`config.mk`:
```
export PLATFORM = sky130hd
export DESIGN_NAME = dtc_odt_ctrl
export DESIGN_NICKNAME = d
export VERILOG_FILES = /design/src/hw/dtc_dly_line.v /design/src/hw/dtc_lat_ctr.v /design/src/hw/dtc_odt_ctrl.v
export VERILOG_INCLUDE_DIRS = /design/src /design/src/hw
export SDC_FILE = /design/constraint.sdc
export NUM_CORES = 1
export LEC_CHECK = 0
export ABC_AREA = 0
export CAP_MARGIN = 20
export CORE_MARGIN = 4
export CORE_UTILIZATION = 63
export CTS_CLUSTER_DIAMETER = 120
export DETAILED_ROUTE_END_ITERATION = 10
export DONT_BUFFER_PORTS = 1
export GPL_TIMING_DRIVEN = 0
export HOLD_SLACK_MARGIN = 0.1
export PLACE_DENSITY = 0.79
export SETUP_SLACK_MARGIN = 0.15
export SYNTH_ARGS = -nofsm -noshare
export SYNTH_HDL_FRONTEND = slang
export SYNTH_SLANG_ARGS = --single-unit
export TNS_END_PERCENT = 30
```
`constraint.sdc`:
```
create_clock -name clk_i -period 5.1 [get_ports clk_i]
set_clock_uncertainty 0.15 [all_clocks]
set_input_delay 0.765 -clock clk_i [delete_from_list [all_inputs] [get_ports clk_i]]
set_output_delay 0.765 -clock clk_i [all_outputs]
set_load 0.005 [all_outputs]
```
`src/hw/dtc_defines.vh`:
```
`ifndef DTC_DEFINES_VH
`define DTC_DEFINES_VH

// Register byte offsets
`define DTC_OFS_MR0 4'h0
`define DTC_OFS_MR1 4'h4
`define DTC_OFS_MR2 4'h8
`define DTC_OFS_STAT 4'hC

// Mode register images, bit positions as on the address pins
`define DTC_MR0_BL 1:0
`define DTC_MR0_CL 6:2
`define DTC_MR0_FAST 12
`define DTC_MR1_DLL_DIS 0
`define DTC_MR1_AL 4:3
`define DTC_MR1_NOM_A2 2
`define DTC_MR1_NOM_A6 6
`define DTC_MR1_NOM_A9 9
`define DTC_MR2_CWL 5:3
`define DTC_MR2_WR 10:9

// Writable bits and reset values
`define DTC_MR0_MASK 16'h107F
`define DTC_MR1_MASK 16'h025D
`define DTC_MR2_MASK 16'h0638
`define DTC_MR0_RST 16'h0014
`define DTC_MR1_RST 16'h0000
`define DTC_MR2_RST 16'h0000

// Burst modes
`define DTC_BL_8 2'h0
`define DTC_BL_OTF 2'h1
`define DTC_BL_BC4 2'h2

// Status bits
`define DTC_ST_VIOL 5

// Latencies in clock cycles
`define DTC_CWL_BASE 5'h05
`define DTC_ODTL_SUB 5'h02
`define DTC_ODTH4 3'h4
`define DTC_ODTH8 3'h6
`define DTC_CWN4_ADD 5'h04
`define DTC_CWN8_ADD 5'h06

`endif

```
`src/hw/dtc_dly_line.v`:
```
`timescale 1ns/1ns
module dtc_dly_line
(
   input wire clk_i,
   input wire arst_n_i,
   input wire clr_i,
   input wire din_i,
   input wire [4:0] tap_i,
   output wire dout_o
);
   reg [31:0] stage_ff;

   always @(posedge clk_i or negedge arst_n_i)
   begin
      if (!arst_n_i)
         stage_ff[0] <= 1'b0;
      else
         stage_ff[0] <= clr_i ? 1'b0 : din_i;
   end

   genvar gi;
   generate
      for (gi = 1; gi < 32; gi = gi + 1)
      begin : g_stage
         always @(posedge clk_i or negedge arst_n_i)
         begin
            if (!arst_n_i)
               stage_ff[gi] <= 1'b0;
            else
               stage_ff[gi] <= clr_i ? 1'b0 : stage_ff[gi-1];
         end
      end
   endgenerate

   // Stage k holds the sample taken k+1 edges ago
   assign dout_o = stage_ff[tap_i];
endmodule

```
`src/hw/dtc_lat_ctr.v`:
```
`timescale 1ns/1ns
module dtc_lat_ctr
(
   input wire clk_i,
   input wire arst_n_i,
   input wire clr_i,
   input wire load_i,
   input wire [4:0] load_val_i,
   output wire expire_o,
   output wire busy_o
);
   reg [4:0] cnt_ff;

   always @(posedge clk_i or negedge arst_n_i)
   begin
      if (!arst_n_i)
         cnt_ff <= 5'h00;
      else if (clr_i)
         cnt_ff <= 5'h00;
      else if (load_i)
         cnt_ff <= load_val_i;
      else if (cnt_ff != 5'h00)
         cnt_ff <= cnt_ff - 5'h01;
   end

   // Owner acts on the edge that follows, i.e. load_val edges after the load
   assign expire_o = (cnt_ff == 5'h01) & ~load_i;
   assign busy_o = (cnt_ff != 5'h00);
endmodule

```
`src/hw/dtc_odt_ctrl.v`:
```
// Decided for this implementation: register access over Wishbone and the address map.
`timescale 1ns/1ns
`include "dtc_defines.vh"
module dtc_odt_ctrl
(
   input wire clk_i,
   input wire arst_n_i,
   input wire odt_i,
   input wire cke_i,
   input wire bank_open_i,
   input wire self_refresh_i,
   input wire wr_cmd_i,
   input wire wr_bc4_i,
   input wire wb_cyc_i,
   input wire wb_stb_i,
   input wire wb_we_i,
   input wire [3:0] wb_adr_i,
   input wire [3:0] wb_sel_i,
   input wire [31:0] wb_dat_i,
   output wire [31:0] wb_dat_o,
   output wire wb_ack_o,
   output wire term_en_o,
   output wire [2:0] rtt_code_o,
   output wire rtt_wr_sel_o,
   output wire async_mode_o,
   output wire dll_run_o
);
   reg [15:0] mr0_ff;
   reg [15:0] mr1_ff;
   reg [15:0] mr2_ff;
   reg ack_ff;
   reg [31:0] dat_ff;
   reg term_ff;
   reg wr_sel_ff;
   reg [2:0] rtt_code_ff;
   reg dll_run_ff;
   reg pd_ff;
   reg pd_act_ff;
   reg odt_q_ff;
   reg [2:0] hold_ff;
   reg viol_ff;
   reg nxt_term;
   reg nxt_wr_sel;
   reg [2:0] nxt_hold;
   reg [31:0] nxt_dat;

   wire [1:0] bl_mode;
   wire [4:0] cl_val;
   wire [1:0] al_sel;
   wire [2:0] cwl_sel;
   wire [2:0] rtt_nom;
   wire [1:0] rtt_wr;
   wire dll_dis;
   wire odt_en;
   wire dyn_en;
   wire [4:0] odtl;
   wire [4:0] tap;
   wire wr_bc4;
   wire [4:0] cwn;
   wire odt_tap;
   wire cnw_tap;
   wire cwn_expire;
   wire req;
   wire wr_hit;
   wire frozen;
   wire [15:0] stat;

   function [15:0] dtc_merge;
      input [15:0] old_val;
      input [15:0] new_val;
      input [1:0] sel;
      input [15:0] mask;
      reg [15:0] m;
      begin
         m = old_val;
         if (sel[0])
            m[7:0] = new_val[7:0];
         if (sel[1])
            m[15:8] = new_val[15:8];
         dtc_merge = m & mask;
      end
   endfunction

   function [4:0] dtc_wl;
      input [2:0] cwl;
      input [1:0] al;
      input [4:0] cl;
      reg [4:0] al_cyc;
      begin
         case (al)
            2'h1: al_cyc = cl - 5'h01;
            2'h2: al_cyc = cl - 5'h02;
            default: al_cyc = 5'h00;
         endcase
         dtc_wl = `DTC_CWL_BASE + {2'h0, cwl} + al_cyc;
      end
   endfunction

   assign bl_mode = mr0_ff[`DTC_MR0_BL];
   assign cl_val = mr0_ff[`DTC_MR0_CL];
   assign al_sel = mr1_ff[`DTC_MR1_AL];
   assign cwl_sel = mr2_ff[`DTC_MR2_CWL];
   assign dll_dis = mr1_ff[`DTC_MR1_DLL_DIS];

   // Nominal code packed as {A9, A6, A2}
   assign rtt_nom = {mr1_ff[`DTC_MR1_NOM_A9], mr1_ff[`DTC_MR1_NOM_A6],
      mr1_ff[`DTC_MR1_NOM_A2]};
   assign rtt_wr = mr2_ff[`DTC_MR2_WR];
   assign odt_en = (rtt_nom != 3'h0) | (rtt_wr != 2'h0);
   assign dyn_en = (rtt_wr != 2'h0);

   // ODTLon = ODTLoff = ODTLcnw = WL - 2, with WL = CWL + AL
   assign odtl = dtc_wl(cwl_sel, al_sel, cl_val) - `DTC_ODTL_SUB;
   assign tap = odtl - 5'h01;

   // Burst chop either fixed in the mode register or picked with the write
   assign wr_bc4 = (bl_mode == `DTC_BL_BC4) | ((bl_mode == `DTC_BL_OTF) & wr_bc4_i);
   assign cwn = odtl + (wr_bc4 ? `DTC_CWN4_ADD : `DTC_CWN8_ADD);

   // Pin history; the tap moves with the latency so AL applies to ODT too
   dtc_dly_line u_odt_dly
   (
      .clk_i(clk_i),
      .arst_n_i(arst_n_i),
      .clr_i(self_refresh_i),
      .din_i(odt_i),
      .tap_i(tap),
      .dout_o(odt_tap)
   );

   // A delay line rather than a counter, so writes closer than WL keep their switch
   dtc_dly_line u_cnw_dly
   (
      .clk_i(clk_i),
      .arst_n_i(arst_n_i),
      .clr_i(self_refresh_i | dll_dis),
      .din_i(wr_cmd_i & dyn_en),
      .tap_i(tap),
      .dout_o(cnw_tap)
   );

   // Restarted by each write, so back-to-back writes stretch the write strength
   dtc_lat_ctr u_cwn_ctr
   (
      .clk_i(clk_i),
      .arst_n_i(arst_n_i),
      .clr_i(self_refresh_i | ~dyn_en),
      .load_i(wr_cmd_i),
      .load_val_i(cwn),
      .expire_o(cwn_expire),
      .busy_o()
   );

   // Power-down and DLL state
   assign frozen = pd_ff & ~pd_act_ff & ~mr0_ff[`DTC_MR0_FAST];

   always @(posedge clk_i or negedge arst_n_i)
   begin
      if (!arst_n_i)
      begin
         pd_ff <= 1'b0;
         pd_act_ff <= 1'b0;
         dll_run_ff <= 1'b1;
      end
      else
      begin
         pd_ff <= ~cke_i;
         if (cke_i)
            pd_act_ff <= 1'b0;
         else if (!pd_ff)
            pd_act_ff <= bank_open_i;
         dll_run_ff <= ~dll_dis & ~frozen;
      end
   end

   // Termination on/off decision
   always @*
   begin
      nxt_term = 1'b0;
      if (self_refresh_i || !odt_en || dll_dis)
         nxt_term = 1'b0;
      else if (!dll_run_ff)
         nxt_term = odt_i;
      else
         nxt_term = odt_tap;
   end

   // Strength selection; a new switch-in wins over an expiring switch-back
   always @*
   begin
      nxt_wr_sel = wr_sel_ff;
      if (self_refresh_i || !dyn_en || dll_dis)
         nxt_wr_sel = 1'b0;
      else if (cnw_tap)
         nxt_wr_sel = 1'b1;
      else if (cwn_expire)
         nxt_wr_sel = 1'b0;
   end

   always @(posedge clk_i or negedge arst_n_i)
   begin
      if (!arst_n_i)
      begin
         term_ff <= 1'b0;
         wr_sel_ff <= 1'b0;
         rtt_code_ff <= 3'h0;
      end
      else
      begin
         term_ff <= nxt_term;
         wr_sel_ff <= nxt_wr_sel;
         rtt_code_ff <= nxt_wr_sel ? {1'b0, rtt_wr} : rtt_nom;
      end
   end

   // Hold-time monitor for the controller's ODT pulse widths
   always @*
   begin
      nxt_hold = 3'h0;
      if (odt_i && !self_refresh_i)
      begin
         if (!odt_q_ff)
            nxt_hold = `DTC_ODTH4 - 3'h1;
         else if (hold_ff != 3'h0)
            nxt_hold = hold_ff - 3'h1;
         if (wr_cmd_i && wr_bc4 && nxt_hold < `DTC_ODTH4 - 3'h1)
            nxt_hold = `DTC_ODTH4 - 3'h1;
         if (wr_cmd_i && !wr_bc4)
            nxt_hold = `DTC_ODTH8 - 3'h1;
      end
   end

   always @(posedge clk_i or negedge arst_n_i)
   begin
      if (!arst_n_i)
      begin
         odt_q_ff <= 1'b0;
         hold_ff <= 3'h0;
      end
      else
      begin
         odt_q_ff <= odt_i & ~self_refresh_i;
         hold_ff <= nxt_hold;
      end
   end

   // Wishbone slave: one wait state, write lands on the edge that samples ack
   assign req = wb_cyc_i & wb_stb_i;
   assign wr_hit = req & wb_we_i & ack_ff;

   assign stat = {5'h00, rtt_code_ff, 2'h0, viol_ff, odt_en, dll_run_ff,
      ~dll_run_ff & ~dll_dis, wr_sel_ff, term_ff};

   always @*
   begin
      nxt_dat = 32'h00000000;
      case (wb_adr_i)
         `DTC_OFS_MR0: nxt_dat = {16'h0000, mr0_ff};
         `DTC_OFS_MR1: nxt_dat = {16'h0000, mr1_ff};
         `DTC_OFS_MR2: nxt_dat = {16'h0000, mr2_ff};
         `DTC_OFS_STAT: nxt_dat = {16'h0000, stat};
         default: nxt_dat = 32'h00000000;
      endcase
   end

   always @(posedge clk_i or negedge arst_n_i)
   begin
      if (!arst_n_i)
      begin
         ack_ff <= 1'b0;
         dat_ff <= 32'h00000000;
      end
      else
      begin
         ack_ff <= req & ~ack_ff;
         if (req && !ack_ff && !wb_we_i)
            dat_ff <= nxt_dat;
         else if (!req)
            dat_ff <= 32'h00000000;
      end
   end

   // Mode changes take effect on the next edge; software must not change
   // latencies while ODT or writes are in flight
   always @(posedge clk_i or negedge arst_n_i)
   begin
      if (!arst_n_i)
      begin
         mr0_ff <= `DTC_MR0_RST;
         mr1_ff <= `DTC_MR1_RST;
         mr2_ff <= `DTC_MR2_RST;
      end
      else if (wr_hit)
      begin
         if (wb_adr_i == `DTC_OFS_MR0)
            mr0_ff <= dtc_merge(mr0_ff, wb_dat_i[15:0], wb_sel_i[1:0], `DTC_MR0_MASK);
         if (wb_adr_i == `DTC_OFS_MR1)
            mr1_ff <= dtc_merge(mr1_ff, wb_dat_i[15:0], wb_sel_i[1:0], `DTC_MR1_MASK);
         if (wb_adr_i == `DTC_OFS_MR2)
            mr2_ff <= dtc_merge(mr2_ff, wb_dat_i[15:0], wb_sel_i[1:0], `DTC_MR2_MASK);
      end
   end

   // Sticky violation flag; a new violation wins over a write-one clear
   always @(posedge clk_i or negedge arst_n_i)
   begin
      if (!arst_n_i)
         viol_ff <= 1'b0;
      else if (!odt_i && hold_ff != 3'h0 && !self_refresh_i)
         viol_ff <= 1'b1;
      else if (wr_hit && wb_adr_i == `DTC_OFS_STAT && wb_sel_i[0]
         && wb_dat_i[`DTC_ST_VIOL])
         viol_ff <= 1'b0;
   end

   assign wb_ack_o = ack_ff;
   assign wb_dat_o = dat_ff;
   assign term_en_o = term_ff;
   assign rtt_code_o = rtt_code_ff;
   assign rtt_wr_sel_o = wr_sel_ff;
   assign async_mode_o = ~dll_run_ff & ~dll_dis;
   assign dll_run_o = dll_run_ff;
endmodule

```
# --- Word-level counts from Yosys, hierarchy flattened ---
# Cells that the tools add are included.
classes:
  n_reduce_logical: 35
  n_bitwise: 26
  n_mul: 0
  div_mod_pow: 0
  magnitude_cmp: 2
  add_sub_neg: 9
  eq_ne: 10
  n_mux: 92
  shift: 0
op_table:
  columns: ["cell", "count"]
  rows:
  - ["$mux W1", 75]
  - ["$mux W32", 2]
  - ["$pmux W13 S4", 1]
  - ["$mux W3", 7]
  - ["$reduce_and A3 Y1", 6]
  - ["$mux W5", 3]
  - ["$sub A5 B1 Y5 const B", 3]
  - ["$and A1 B1 Y1", 12]
  - ["$logic_and A1 B1 Y1", 11]
  - ["$bmux W1 S5", 2]
  - ["$not A1 Y1", 10]
  - ["$pmux W5 S2", 1]
  - ["$sub A5 B2 Y5 const B", 2]
  - ["$reduce_bool A3 Y1", 3]
  - ["$eq A4 B4 Y1 const B", 2]
  - ["$logic_not A1 Y1", 7]
  - ["$lt A5 B6 Y1 const B", 1]
  - ["$add A4 B5 Y5", 1]
  - ["$add A5 B3 Y5", 1]
  - ["$eq A5 B1 Y1 const B", 1]
  - ["$reduce_bool A5 Y1", 1]
  - ["$add A3 B3 Y4 const A", 1]
  - ["$eq A2 B1 Y1 const B", 2]
  - ["$eq A2 B2 Y1 const B", 2]
  - ["other kinds (10)", 17]
totals:
  memories: 0
  ram_bits: 0
  elab_cells: 256
  output_inout_bits: 40
  latchBits: 0
  input_bits: 51
  regBits: 134
  romBits: 0

# --- Depth between registers and ports, before layout ---
depth:
  ltp_word: 10
  depth_mapped: 18
  depth_no_buf: 17

# --- Hierarchy ---
# Synthesis repeated with hierarchy kept, for this count alone.
hier_totals:
  hier_cells: 509
  area_unflattened_um2: 5661.7
by_module_without_submodules:
  columns: ["mod", "cells_per_inst", "seq_area_each_um2", "n_inst", "area_each_um2"]
  rows:
  - ["dtc_dly_line", 108, 800.8, 2, 1337.5]
  - ["dtc_odt_ctrl", 257, 1104.8, 1, 2648.8]
  - ["dtc_lat_ctr", 36, 125.1, 1, 337.8]

# --- Worst setup path after synthesis ---
# Ideal clock, no wire load.
synth_path:
  path_kind: "register to register"
  start: "register mr0_ff[2]"
  end: "register rtt_code_ff[0] (netlist: rtt_code_o[0])"
  setup_ps: 124
  stages_incl_launch_ff: 17
  n_path_buf: 0
  t_arrival_ps: 3478
  required_time_ps: 4826
  path_slack_ps: 1348
  synth_period_minus_slack_ps: 3752
  path_cell_list: "dfstp_2 -> inv_1 -> ha_1 -> o22ai_1 -> nand2b_1 -> ha_1 -> inv_1 -> ha_1 -> inv_1 -> fa_1 -> xor2_2 -> mux2_2 -> nor2_1 -> a21oi_1 -> mux2i_4 -> a21oi_1 -> a211o_1"
synth_between:
  elab_chain_len: 10
  elab_cells_between_ends: 11
  classes_between: "5 x add/sub; 6 x mux"
synth_rtl:
  columns: ["item", "line_no", "rtl"]
  rows:
  - ["from (decl)", "dtc_odt_ctrl.v:28", "reg [15:0] mr0_ff;"]
  - ["from (signal assigned)", "dtc_odt_ctrl.v:289", "mr0_ff <= `DTC_MR0_RST;"]
  - ["from (signal assigned)", "dtc_odt_ctrl.v:296", "mr0_ff <= dtc_merge(mr0_ff, wb_dat_i[15:0], wb_sel_i[1:0], `DTC_MR0_MASK);"]
  - ["$sub A5 B2 Y5 / $sub A5 B1 Y5 (equally long branches)", "dtc_odt_ctrl.v:92, dtc_odt_ctrl.v:91", null]
  - ["$pmux W5 S2 (*)", "dtc_odt_ctrl.v:90", "case (al)"]
  - ["$add A4 B5 Y5 (no source line) (*)", null, null]
  - ["$sub A5 B2 Y5 (no source line) (*)", null, null]
  - ["$sub A5 B1 Y5 (*)", "dtc_odt_ctrl.v:114", "assign tap = odtl - 5'h01;"]
  - ["$bmux W1 S5 (*)", "dtc_dly_line.v:36", "assign dout_o = stage_ff[tap_i];"]
  - ["$mux W1 (not written as such) (*)", "dtc_dly_line.v:36", null]
  - ["$mux W1 (*)", "dtc_odt_ctrl.v:194", "else if (cnw_tap)"]
  - ["$mux W1 (*)", "dtc_odt_ctrl.v:192", "if (self_refresh_i || !dyn_en || dll_dis)"]
  - ["$mux W3 (*)", "dtc_odt_ctrl.v:212", "rtt_code_ff <= nxt_wr_sel ? {1'b0, rtt_wr} : rtt_nom;"]
  - ["to (signal assigned)", "dtc_odt_ctrl.v:212", null]
  - ["to (decl)", "dtc_odt_ctrl.v:35", "reg [2:0] rtt_code_ff;"]
# Mark *: on every way between the ends. The rest lies on a longest branch, timed or not. The select of a mux whose other input is x is not followed.
# A chain may end at the register's enable or synchronous reset.

# --- Final worst setup path ---
layout_path:
  start: "register mr0_ff[2]"
  end: "register term_ff (netlist: term_en_o)"
layout_between:
  elab_chain_len: 9
  elab_cells_between_ends: 10
  classes_between: "5 x add/sub; 5 x mux"
layout_rtl:
  columns: ["item", "line_no", "rtl"]
  rows:
  - ["$sub A5 B2 Y5 / $sub A5 B1 Y5 (equally long branches)", "dtc_odt_ctrl.v:92, dtc_odt_ctrl.v:91", null]
  - ["$pmux W5 S2 (*)", "dtc_odt_ctrl.v:90", null]
  - ["$add A4 B5 Y5 (no source line) (*)", null, null]
  - ["$sub A5 B2 Y5 (no source line) (*)", null, null]
  - ["$sub A5 B1 Y5 (*)", "dtc_odt_ctrl.v:114", null]
  - ["$bmux W1 S5 (*)", "dtc_dly_line.v:36", null]
  - ["$mux W1 (not written as such) (*)", "dtc_dly_line.v:36", null]
  - ["$mux W1 (*)", "dtc_odt_ctrl.v:182", "else if (!dll_run_ff)"]
  - ["$mux W1 (*)", "dtc_odt_ctrl.v:180", "if (self_refresh_i || !odt_en || dll_dis)"]
  - ["named net nxt_term", "dtc_odt_ctrl.v:42", "reg nxt_term;"]
  - ["to (signal assigned)", "dtc_odt_ctrl.v:210", "term_ff <= nxt_term;"]
  - ["to (decl)", "dtc_odt_ctrl.v:33", "reg term_ff;"]
# Mark *: on every way through the listed nets, which the timed path passes. The rest lies on a longest branch. The select of a mux whose other input is x is not followed.

==> reports/qor.csv <==
stage;metric;value;unit
grt;total gr overflow;0;
placement;DP Worst Slack;0.866;ns
sta;Setup WS post-layout;0.787;ns
sta;Period minus WS final;4.31;ns
synthesis;post-synth cell types;47;
pwr;Peak supply drop;0.202;mV
clocking;CTS Buffer Depth;2;
grt;vias in the first global route;3589;
detailed_routing;post-route ant nets;0;
layout;commonest non-fill, non-tap cell in the layout;dfrtp_1;
synthesis;number of synthesis warnings;0;
worst_setup_path;critical path required time;5.18;ns
detailed_routing;drt drc;0;
layout;fillers;602;
clocking;CTS tree;yes;
pwr;Pwr Total;1.56;mW
layout;most frequent cells in the layout;dfrtp_1, nand2_1, nor2b_1, and2_1;
placement;Placed Cells;586;
worst_setup_path;Crit Path Max Fanout;6;
layout;antenna cell count;0;
detailed_routing;WL/cell;17.0;um
layout;share of layout cells above drive strength 1;18.7;%
floorplan;Die Area;0.0103;sq mm
job;maxcap violations;0;
sta;fin crit share;84.6;%
floorplan;# rows;33;
synthesis;sequential area share after synthesis;51.1;%
pwr;Pwr Density;264;mW/mm^2
synthesis;#FFs+latches synth;112;
floorplan;die width;101;um
synthesis;ys async rst share;100;%
floorplan;initial cell density of the core;65.8;%
sta;RSZ-0062 raised after global routing;no;
grt;maximum number of pins on one net before global-route repair;113;
detailed_routing;drt via density;5.59;
detailed_routing;DR iter-0 viols;80;
clocking;clk sinks;112;
sta;Post-Route Setup TNS;0;ns
synthesis;EDFF count, synth;0;
clocking;clock latency on the worst-skew pair;0.37;ns
sta;max-slew violations;0;
layout;nets;562;
sta;Setup-failing EPs final;0;
detailed_routing;Total Routed Length;10.2;mm
floorplan;core box area;0.00834;sq mm
clocking;total CTS buffers;9;
min_path;Min-Delay Path Class;in -> async;
sta;FMAX;0.232;GHz
worst_setup_path;crit path kind;reg -> reg;
sta;worst slew pin tran;0.653;ns
grt;total global-route track usage;21.9;%
worst_setup_path;crit path capture type;flip-flop;
detailed_routing;DR vias;3368;
clocking;clock root buffer;clkbuf_8;
grt;initial antenna violation count;0;
pwr;static leakage;2.83;nW
layout;post-layout util;71.0;%
floorplan;I/O pins;91;
synthesis;Synth Flop Type;dfrtp_1;
clocking;H-Tree Depth;3;
placement;Post-DP Area;0.00570;sq mm
layout;area delta synth->final;7.86;%
synthesis;Synth Instances;461;
layout;final instance area;0.00592;sq mm
layout;multi-input logic area;0.00244;sq mm
placement;Placer Congestion;0.941;
sta;Slew headroom;56.1;%
detailed_routing;drt pass-1 iters;4;
synthesis;Cell Area, Synth;0.00549;sq mm
sta;Worst Hold Slack;0.163;ns
floorplan;Die Y;101;um
grt;first-pass GRT wire length;17.4;mm
layout;sequential cell area;0.00281;sq mm
worst_setup_path;CP Launch Type;flip-flop;
synthesis;syn_area_per_cell;11.9;sq um
clocking;Clk pin slew, worst setup/hold paths;0.10;ns
placement;I/O Buffers;0;
layout;Layout Cells excl Fill;603;
worst_setup_path;Critical Path AT;4.39;ns
placement;Detail Placement HPWL;7.40;mm
outcome;outcome;finished, final reports clean;
sta;Hold Violations, Final;0;
-- logic make-up (layout without fill, tap and decap cells) --
group,count (synthesis),count (layout),share of synthesized area [%]
AO/OA/AOI/OAI,50,50,5.90
buffers and inverters,59,76,5.79
multiplexers,56,56,15.7
XOR/XNOR,14,14,2.64
adder cells (fa/ha/maj),18,18,4.24
flip-flops,112,112,51.1
AND/OR/NAND/NOR,151,151,14.6
other,1,21,0.0683
-- cell type report --
type,count,share of cell area (%)
sequential,112,47.4
multi-input combinational,310,41.2
buffer,37,3.97
tap,105,2.22
clock buffer,10,2.16
inverter,22,1.39
clock inverter,6,1.18
timing repair buffer,1,0.465
-- flip-flops by register name, summed over array words and instances, names as in the netlist --
register and count:
wb_dat_o 11, odt_q_ff 1, mr0_ff 8, hold_ff 3
mr2_ff 5, u_odt_dly.stage_ff 31, dll_run_o 1, rtt_wr_sel_o 1
u_cwn_ctr.cnt_ff 5, u_cnw_dly.stage_ff 32, rtt_code_o 3, wb_ack_o 1
pd_ff 1, mr1_ff 6, pd_act_ff 1, term_en_o 1
viol_ff 1
-- final timing paths --
check	slack, ns	end	startpoint	depth (start not counted)
max	0.79	term_en_o	mr0_ff[2]	14
min	0.16	u_cwn_ctr.cnt_ff[4]	arst_n_i	1
max reg2reg	0.79	term_en_o	mr0_ff[2]	14
min reg2reg	0.29	dll_run_o	pd_ff	1
max in group asynchronous	4.20	u_odt_dly.stage_ff[29]	arst_n_i	1
min in group clk_i	0.29	pd_ff	cke_i	1
-- synthesized netlist by cell type (2+ instances only) --
library cell,count,area [sq um]
mux4_2,18,405
mux2_2,24,270
nand2b_1,3,18.8
nor3_1,4,20.0
clkbuf_1,11,41.3
nand3_1,5,25.0
a22oi_1,2,15.0
o22ai_1,2,12.5
inv_1,22,82.6
o31ai_1,2,15.0
a211oi_1,6,45.0
xor2_1,5,43.8
mux2i_1,11,110
and4_1,2,17.5
a211o_1,2,17.5
o211ai_1,2,15.0
and2_1,32,200
buf_6,2,22.5
dfrtp_1,109,2730
nor2_1,24,90.1
nor2b_1,33,206
ha_1,17,213
buf_4,21,158
mux4_1,2,52.6
nand2_1,35,131
and3_1,5,31.3
o21ai_0,14,70.1
xor2_2,2,32.5
a31oi_1,4,25.0
buf_2,2,10.0
a21oi_1,13,65.1
dfstp_2,3,78.8
nor4_1,3,18.8
xnor2_1,6,52.6
-- critical path: stages (launching register included) --
cell and delay, ns:
dfstp_2 0.59, inv_1 0.06, ha_1 0.28, o22ai_1 0.13, nand2b_1 0.08, ha_1 0.26
inv_1 0.06, ha_1 0.17, inv_1 0.06, fa_1 0.64, nand3b_1 0.13, xor2_1 0.53
mux4_1 0.67, mux2i_1 0.25, a211oi_1 0.11
-- power breakdown --
group	internal [mW]	leakage, nW	total [mW]	switching (mW)
clock	0.230	0.0891	0.526	0.296
sequential	0.898	1.54	0.909	0.0117
combinational	0.0521	1.21	0.129	0.0772
total	1.18	2.83	1.56	0.385
-- layer usage --
metal / GRT usage [%] / up-vias / wire length [um]
met5: 0 / - / 0
met4: 8.49 / 0 / 171
met3: 3.58 / 15 / 625
met2: 36.4 / 95 / 5030
met1: 29.0 / 1660 / 4410
li1: - / 1598 / -
-- timing repair --
item / CTS / global route
endpoints found under the hold margin: 112 / 0
hold buffers: 1 / 0
resized for setup: 0 / 0
buffers inserted: 0 / 0
No activity file was read; power rests on OpenSTA's default activity.
